`src/verilog/cmac_params.svh`:
```
// Constants of the channel monitor and store align control registers.
// Assumes a byte-wide synchronous control port and a 100 MHz mclk.
`ifndef CMAC_PARAMS_SVH
`define CMAC_PARAMS_SVH

`define CMAC_ADDR_W            8
`define CMAC_DATA_W            8
`define CMAC_CHAN_W            5
`define CMAC_SEP_W             6
`define CMAC_ADDR_LB_TXMON     8'hA8
`define CMAC_ADDR_ALIGN_RXMON  8'hAA
`define CMAC_RLB_BIT           7
`define CMAC_RX_ALIGN_BIT      6
`define CMAC_TX_ALIGN_BIT      5
`define CMAC_CHAN_MSB          4
`define CMAC_CHAN_LSB          0
`define CMAC_REG_RESET         8'h00
`define CMAC_HALF_FRAME        6'h10
`define CMAC_READ_IDLE         8'h00

`endif

```
`src/verilog/cmac_pkg.sv`:
```
// Types of the channel monitor and store align control block.
// Assumes cmac_params.svh is on the include path.
`default_nettype none
`include "cmac_params.svh"

package cmac_pkg;
    typedef struct packed {
        logic                     prev_cmd;
        logic                     pulse;
    } cmac_align_st_t;

    typedef struct packed {
        logic [`CMAC_DATA_W-1:0]  lb_txmon;
        logic [`CMAC_DATA_W-1:0]  align_rxmon;
        logic [`CMAC_DATA_W-1:0]  rdata;
        logic [`CMAC_DATA_W-1:0]  tx_mon;
        logic [`CMAC_DATA_W-1:0]  rx_mon;
    } cmac_ctrl_st_t;
endpackage : cmac_pkg

`default_nettype wire

```
`src/verilog/cmac_edge_align.sv`:
```
// Rising-edge align command for one elastic store.
// Assumes the store reports its write/read pointer separation in bytes on mclk.
`default_nettype none
`include "cmac_params.svh"

module cmac_edge_align (
    input  wire logic                   mclk,
    input  wire logic                   resetn,
    input  wire logic                   align_cmd,
    input  wire logic [`CMAC_SEP_W-1:0] store_sep,
    output logic                        align_pulse
);
    import cmac_pkg::*;

    cmac_align_st_t st;
    cmac_align_st_t next_st;

    always_comb begin
        next_st          = st;
        next_st.prev_cmd = align_cmd;
        // Only a fresh rise acts, and only on a store that is too close
        next_st.pulse    = align_cmd && !st.prev_cmd
                           && (store_sep < `CMAC_HALF_FRAME);
    end

    always_ff @(posedge mclk or negedge resetn) begin
        if (!resetn) begin
            st <= '0;
        end else begin
            st <= next_st;
        end
    end

    assign align_pulse = st.pulse;
endmodule : cmac_edge_align

`default_nettype wire

```
`src/verilog/cmac_top.sv`:
```
// Loopback, channel monitor select and elastic store align control registers.
// Assumes a synchronous byte-wide control port on mclk; reads answer one cycle later.
//
// Function
// - Remote loopback is enabled exactly while its control bit is one.
// - Five-bit transmit field picks the channel copied into transmit monitor.
// - Five-bit receive field picks the channel copied into receive monitor.
// - Receive align rise forces close receive store pointers half a frame apart.
// - Transmit align rise forces close transmit store pointers half a frame apart.
// - A store already half a frame apart is left untouched on align.
// - Only a zero-to-one transition aligns; held-high bit does nothing more.
`default_nettype none
`include "cmac_params.svh"

module cmac_top (
    input  wire logic                      mclk,
    input  wire logic                      resetn,
    input  wire logic                      wr_en,
    input  wire logic                      rd_en,
    input  wire logic [`CMAC_ADDR_W-1:0]   addr,
    input  wire logic [`CMAC_DATA_W-1:0]   wdata,
    output logic      [`CMAC_DATA_W-1:0]   rdata,
    input  wire logic                      tx_chan_valid,
    input  wire logic [`CMAC_CHAN_W-1:0]   tx_chan_num,
    input  wire logic [`CMAC_DATA_W-1:0]   tx_chan_data,
    input  wire logic                      rx_chan_valid,
    input  wire logic [`CMAC_CHAN_W-1:0]   rx_chan_num,
    input  wire logic [`CMAC_DATA_W-1:0]   rx_chan_data,
    input  wire logic [`CMAC_SEP_W-1:0]    rx_store_sep,
    input  wire logic [`CMAC_SEP_W-1:0]    tx_store_sep,
    output logic                           remote_loopback_en,
    output logic      [`CMAC_CHAN_W-1:0]   tx_monitor_chan,
    output logic      [`CMAC_CHAN_W-1:0]   rx_monitor_chan,
    output logic      [`CMAC_DATA_W-1:0]   tx_channel_monitor_reg,
    output logic      [`CMAC_DATA_W-1:0]   rx_channel_monitor_reg,
    output logic                           rx_store_align_pulse,
    output logic                           tx_store_align_pulse
);
    import cmac_pkg::*;

    cmac_ctrl_st_t st;
    cmac_ctrl_st_t next_st;

    logic wr_lb;
    logic wr_al;
    logic rx_store_align_cmd;
    logic tx_store_align_cmd;

    assign wr_lb = wr_en && (addr == `CMAC_ADDR_LB_TXMON);
    assign wr_al = wr_en && (addr == `CMAC_ADDR_ALIGN_RXMON);

    always_comb begin
        next_st = st;
        // Whole byte is stored; the host keeps unassigned bits at zero
        if (wr_lb) begin
            next_st.lb_txmon = wdata;
        end
        if (wr_al) begin
            next_st.align_rxmon = wdata;
        end
        if (rd_en) begin
            unique case (addr)
                `CMAC_ADDR_LB_TXMON:    next_st.rdata = st.lb_txmon;
                `CMAC_ADDR_ALIGN_RXMON: next_st.rdata = st.align_rxmon;
                default:                next_st.rdata = `CMAC_READ_IDLE;
            endcase
        end
        // Monitor registers copy the selected channel byte as it passes
        if (tx_chan_valid
            && tx_chan_num == st.lb_txmon[`CMAC_CHAN_MSB:`CMAC_CHAN_LSB]) begin
            next_st.tx_mon = tx_chan_data;
        end
        if (rx_chan_valid
            && rx_chan_num == st.align_rxmon[`CMAC_CHAN_MSB:`CMAC_CHAN_LSB]) begin
            next_st.rx_mon = rx_chan_data;
        end
    end

    always_ff @(posedge mclk or negedge resetn) begin
        if (!resetn) begin
            st.lb_txmon    <= `CMAC_REG_RESET;
            st.align_rxmon <= `CMAC_REG_RESET;
            st.rdata       <= `CMAC_READ_IDLE;
            st.tx_mon      <= `CMAC_REG_RESET;
            st.rx_mon      <= `CMAC_REG_RESET;
        end else begin
            st <= next_st;
        end
    end

    assign rx_store_align_cmd     = st.align_rxmon[`CMAC_RX_ALIGN_BIT];
    assign tx_store_align_cmd     = st.align_rxmon[`CMAC_TX_ALIGN_BIT];
    assign rdata                  = st.rdata;
    assign remote_loopback_en     = st.lb_txmon[`CMAC_RLB_BIT];
    assign tx_monitor_chan        = st.lb_txmon[`CMAC_CHAN_MSB:`CMAC_CHAN_LSB];
    assign rx_monitor_chan        = st.align_rxmon[`CMAC_CHAN_MSB:`CMAC_CHAN_LSB];
    assign tx_channel_monitor_reg = st.tx_mon;
    assign rx_channel_monitor_reg = st.rx_mon;

    // One align unit per elastic store
    cmac_edge_align u_rx_align (
        .mclk        (mclk),
        .resetn      (resetn),
        .align_cmd   (rx_store_align_cmd),
        .store_sep   (rx_store_sep),
        .align_pulse (rx_store_align_pulse)
    );

    cmac_edge_align u_tx_align (
        .mclk        (mclk),
        .resetn      (resetn),
        .align_cmd   (tx_store_align_cmd),
        .store_sep   (tx_store_sep),
        .align_pulse (tx_store_align_pulse)
    );
endmodule : cmac_top

`default_nettype wire

```
`config.mk`:
```
export PLATFORM = sky130hd
export DESIGN_NAME = cmac_top
export DESIGN_NICKNAME = d
export VERILOG_FILES = /design/src/verilog/cmac_pkg.sv /design/src/verilog/cmac_edge_align.sv /design/src/verilog/cmac_top.sv
export VERILOG_INCLUDE_DIRS = /design/src /design/src/verilog
export SDC_FILE = /design/constraint.sdc
export NUM_CORES = 1
export LEC_CHECK = 0
export ABC_AREA = 0
export BUFFER_PORTS_ARGS = -buffer_cell sky130_fd_sc_hd__buf_2
export CAP_MARGIN = 20
export CORE_UTILIZATION = 47
export DETAILED_ROUTE_END_ITERATION = 10
export GPL_ROUTABILITY_DRIVEN = 0
export PLACE_DENSITY = 0.8
export RECOVER_POWER = 100
export SLEW_MARGIN = 10
export SYNTH_ARGS = -nofsm -noshare
export SYNTH_HDL_FRONTEND = slang
export SYNTH_HIERARCHICAL = 1
export SYNTH_SLANG_ARGS = --single-unit
```
`constraint.sdc`:
```
create_clock -name mclk -period 2 [get_ports mclk]
set_input_delay 0.2 -clock mclk [delete_from_list [all_inputs] [get_ports mclk]]
set_output_delay 0.2 -clock mclk [all_outputs]
set_load 0.05 [all_outputs]
```
==> flow_metrics.tcl, run 1 <==
set metrics [dict create \
    period_share 0.918 \
    areaGrowthSynthToFinish_pct 10.6 \
    fp.dieH_um 70.1 \
    cts_made_buffers 5 \
    hold_class "primary input to register" \
    n_antenna_cell 0 \
    period_needed_ns 1.84 \
    mostFrequentLayoutCell "buf_2" \
    dpl.cell_count 272 \
    postRouteAntennaNets 0 \
    antenna_found_initial 0 \
    yosysSeqAreaShare 0.506 \
    drive_gt1_frac 0.408 \
    cp-start-kind "register" \
    routed_wl_um 3960 \
    wl_per_cell_um 14.2 \
    numPortBuffers 88 \
    ir_drop_mv 0.413 \
    cp.required_ns 2.18 \
    tightest_slew_ns 0.763 \
    clkLatencyLatePin_ns 0.29 \
    drc 0 \
    arrival_ns 2.01 \
    synth.cell_area_sq_um 2180 \
    track_usage 0.171 \
    drv_cap 0 \
    status "completed" \
    clock_skew_ns 0.00619 \
    num_vias 1359 \
    yosysUniqueCellTypes 19 \
    grt_remaining_overflow 0 \
    cp-end-kind "register" \
    setup_tns_ns 0 \
    via_per_inst 4.85 \
    initial_core_util 0.493 \
    cts_sinks 44 \
    grt_max_degree 31 \
    yosys_warnings 6 \
    fmax_ghz 0.544 \
    power_density_nw_per_um2 938 \
    syn_area_per_cell_sq_um 12.8 \
    setup_viol 0 \
    drv_slew 0 \
    ioPinCount 97 \
    fin_cells 280 \
    synth_area_leaders "dfrtp_1, mux2_2, buf_4" \
    synth_area_leader_cell "dfrtp_1" \
    ys_ff_latch 44 \
    p_leak_nw 1.19 \
    core_area_sq_um 4410 \
    dr.pass1.iters 4 \
    die_area_sq_um 4910 \
    grt_pass1_vias 1341 \
    synth_nets 230 \
    htreeDepth 2 \
    postCtsSetupBuffers 0 \
    crit_type "register to register" \
    crit_fanout 8 \
    cts.reportedPaths.clkPinSlew_ns 0.08 \
    rsz0062_at_grt "no" \
    rows 24 \
    dp_hpwl_um 2960 \
    synth_top_area_share 0.506 \
    cts_buffer_depth 2 \
    final_cell_mix "buf_2, dfrtp_1, clkbuf_1" \
    drt_iter0_drc 37 \
    syn-instance-count 170 \
    cts_tree "done" \
    grt_pass1_wl_um 6480 \
    rrSetupSlack_ns 0.16 \
    cts_root_buffer "clkbuf_8" \
    nets 288 \
    die_w_um 70.1 \
    slew_headroom 0.489 \
    hold_viol 0 \
]
-- repair_timing --
action,4_1_cts,5_1_grt
resized for setup,0,2
hold buffers,1,0
hold endpoints to repair,28,0
setup endpoints to repair,0,13
-- area by class of cell --
class,instances,area [sq um]
Multi-Input combinational cell,78,703
Fill cell,389,2010
Sequential cell,44,1100
Tap cell,52,65.1
Timing Repair Buffer,91,412
Inverter,8,30.0
Clock buffer,7,96.3
-- layer usage --
layer	part of all wire	wire (um)	up-vias	track usage
li1	-	-	657	-
met1	0.48	1900	623	0.233
met2	0.44	1760	75	0.266
met3	0.069	274	4	0.0563
met4	0.0086	34	0	0.0400
met5	0	0	-	0
-- report_power, final --
| part | total (W) | internal, W | switching [W] |
|---|---|---|---|
| combinational | 0.000627 | 0.000166 | 0.000461 |
| clock | 0.000581 | 0.000307 | 0.000274 |
| sequential | 0.00105 | 0.000991 | 0.0000586 |
-- cell families (layout without fill, tap and decap cells) --
group,Yosys count,count (layout),synth area share
DFF,44,44,0.506
AOI/OAI and AO/OA,8,8,0.0230
and+or+nand+nor,20,20,0.0644
muxes,40,40,0.221
buffers and inverters,48,106,0.146
xor gates and xnor gates,10,10,0.0402
-- stage by stage --
stage	hold slack (ns)	total power (W)	setup WS (ns)	instance area, sq um	util
after floorplan	-0.0956	0.00168	0.426	2180	-
after detailed placement	0.270	0.00173	0.0539	2410	0.546
after CTS	0.0546	0.00233	0.0419	2520	0.570
final	0.0599	0.00226	0.163	2410	0.545
after global routing	0.0503	0.00237	0.0315	2410	0.545
after global placement	0.265	0.00172	0.0752	2410	0.546
-- critical path: stages (launching register included) --
cell and delay, ns:
dfrtp_1 0.43, xor2_1 0.18, nor4_1 0.38, and3_2 0.38
mux2_2 0.36
-- path summary, 6_finish.rpt --
path                               startpoint                   endpoint  cells after the start
hold / removal                tx_store_sep[4]     u_tx_align/align_pulse                      2
hold reg to reg              u_rx_align/st[1]     u_rx_align/align_pulse                      1
setup / recovery           rx_monitor_chan[3]  rx_channel_monitor_reg[6]                      4
setup reg to reg           rx_monitor_chan[3]  rx_channel_monitor_reg[6]                      4
max in group asynchronous              resetn  rx_channel_monitor_reg[4]                      3
min in group asynchronous              resetn         rx_monitor_chan[3]                      2
-- synthesized netlist by cell type, drive strengths merged --
cell type	instances
xnor2	2
dfrtp	44
nor4b	2
inv	8
buf	37
mux2	40
or3b	1
and3	2
nand2	9
o22ai	8
nor2	2
nor4	2
clkbuf	3
and4bb	1
xor2	8
nand3	1
(Power assumes the default switching activity.)
==> inputs of run 2 (changes only) <==
--- a/config.mk
+++ b/config.mk
@@ -7,7 +7,7 @@
 export NUM_CORES = 1
 export LEC_CHECK = 0
 export ABC_AREA = 0
-export BUFFER_PORTS_ARGS = -buffer_cell sky130_fd_sc_hd__buf_2
+export BUFFER_PORTS_ARGS = -buffer_cell sky130_fd_sc_hd__buf_4
 export CAP_MARGIN = 20
 export CORE_UTILIZATION = 47
 export DETAILED_ROUTE_END_ITERATION = 10
==> run 2 against run 1 <==
Against the previous run:
- combinational power is 4.5% higher
- fmax is 1.9% lower
- count of clock-buffer cells in the layout is 1 higher
- sequential cell count stayed put
- sequential share of layout area is 2.1 points lower
- sequential power hardly changed
- utilization is 2.7 points higher
- die area stayed put
- worst hold slack worse by 0.0028 ns
- global-route usage is 0.79 points lower
- largest cell class unchanged
==> flow_metrics.tcl, run 2 (synthesis results as in run 1) <==
set metrics [dict create \
    status "completed" \
    track_usage 0.163 \
    critPathBufInv 0 \
    period_share 0.937 \
    tightest_slew_ns 1.09 \
    drv_slew 0 \
    regArea_sq_um 1100 \
    fin_cells 280 \
    wl_per_cell_um 14.2 \
    slew_headroom 0.276 \
    arrival_ns 2.05 \
    use_met1 0.206 \
    hold_class "primary input to register" \
    final_cell_mix "buf_4, dfrtp_1, clkbuf_1" \
    cp_slowest_cell "dfrtp_1" \
    die_w_um 70.1 \
    nets 287 \
    nFillCells 430 \
    power_density_nw_per_um2 897 \
    areaGrowthSynthToFinish_pct 16.0 \
    fp.dieH_um 70.1 \
    cts.reportedPaths.clkPinSlew_ns 0.08 \
    setup_viol 0 \
    routed_wl_um 3970 \
    drive_gt1_frac 0.404 \
    initial_core_util 0.493 \
    rsz0062_at_grt "no" \
    p_leak_nw 1.23 \
    grt_pass1_vias 1269 \
    core_area_sq_um 4410 \
    mostFrequentLayoutCell "buf_4" \
    period_needed_ns 1.87 \
    clkLatencyLatePin_ns 0.29 \
    grt_max_degree 45 \
    crit_fanout 8 \
    cts_sinks 44 \
    grt_remaining_overflow 0 \
    setup_tns_ns 0 \
    fmax_ghz 0.534 \
    via_per_inst 4.89 \
    grt_pass1_wl_um 6150 \
    slowest_delay_ns 0.44 \
    num_vias 1369 \
    cp.required_ns 2.17 \
    hold_viol 0 \
    drc 0 \
    multiInputGateArea_sq_um 702 \
    cts_root_buffer "clkbuf_8" \
    htreeDepth 2 \
    grt_busiest_layer "met2" \
    ioPinCount 97 \
    n_antenna_cell 0 \
    grt_util_met2 0.265 \
    cts_buffer_depth 2 \
    cts_tree "done" \
    cp_cell_sequence "xor2_1, nor4_1, and3_1, mux2_2" \
    die_area_sq_um 4910 \
    ir_drop_mv 0.488 \
    crit_type "register to register" \
    met3_usage 0.0678 \
    drv_cap 0 \
    antenna_found_initial 0 \
    cp_top_family "simple AND/OR/NAND/NOR gates" \
    clock_skew_ns 0.00383 \
    cp-start-kind "register" \
    numPortBuffers 88 \
    postCtsSetupBuffers 0 \
    dp_hpwl_um 2980 \
    rows 24 \
    drt_iter0_drc 21 \
    cp-end-kind "register" \
    dpl.cell_count 271 \
    dr.pass1.iters 4 \
    cts_made_buffers 5 \
    postRouteAntennaNets 0 \
]
-- run 2: cell count changes in the layout (fill, tap and decap cells not counted) --
cell,before,now
and3_1,0,1
and3_2,2,1
buf_2,50,0
buf_4,0,50
clkbuf_4,0,1
clkbuf_8,7,6
-- run 2: report_power, final --
part / internal [W] / switching (W) / leakage, nW
Combinational: 0.000192 / 0.000463 / 0.597
Sequential: 0.000991 / 0.0000556 / 0.592
Clock: 0.000282 / 0.000282 / 0.0455
Total: 0.00146 / 0.000800 / 1.23
-- run 2: worst paths after layout --
| kind | startpoint | end | slack [ns] | cells after the start |
|---|---|---|---|---|
| hold / removal | tx_store_sep[4] | u_tx_align/align_pulse | 0.06 | 2 |
| max in group asynchronous | resetn | u_tx_align/st[1] | 0.69 | 2 |
| min in group asynchronous | resetn | rdata[2] | 0.65 | 2 |
| setup reg to reg | tx_monitor_chan[4] | tx_channel_monitor_reg[2] | 0.13 | 4 |
| hold reg to reg | u_rx_align/st[1] | u_rx_align/align_pulse | 0.41 | 1 |
| setup / recovery | tx_monitor_chan[4] | tx_channel_monitor_reg[2] | 0.13 | 4 |
-- run 2: layout make-up --
type | instances | area share
Clock buffer | 8 | 0.0357
Inverter | 8 | 0.0119
Multi-Input combinational cell | 78 | 0.278
Sequential cell | 44 | 0.436
Tap cell | 52 | 0.0258
Timing Repair Buffer | 90 | 0.213
-- run 2: worst reg2reg max path: cells and delay by family (launching register included) --
| kind | cells | cell delay [ns] |
|---|---|---|
| mux | 1 | 0.39 |
| simple gates | 2 | 0.75 |
| xor+xnor | 1 | 0.18 |
| flops | 1 | 0.44 |
-- run 2: through the flow --
stage	instance area, sq um	power, W	setup WS (ns)	util	hold WS, ns
after floorplan	2180	0.00168	0.426	-	-0.0956
after global placement	2620	0.00181	0.132	0.594	0.229
after detailed placement	2620	0.00182	0.0955	0.594	0.229
after CTS	2720	0.00239	0.0826	0.617	0.0441
after global routing	2520	0.00236	0.0146	0.572	0.0452
final	2520	0.00226	0.127	0.572	0.0571
-- run 2: metal layers --
metal | vias to the layer above | routed length [um] | share of wire
li1 | 651 | - | -
met1 | 644 | 1750 | 0.44
met2 | 71 | 1820 | 0.46
met3 | 3 | 384 | 0.097
met4 | 0 | 24 | 0.0060
met5 | - | 0 | 0
-- run 2: what timing repair did --
action,4_1_cts,5_1_grt
hold buffers,1,0
hold endpoints to repair,44,0
setup endpoints to repair,0,2
resized for setup,0,1
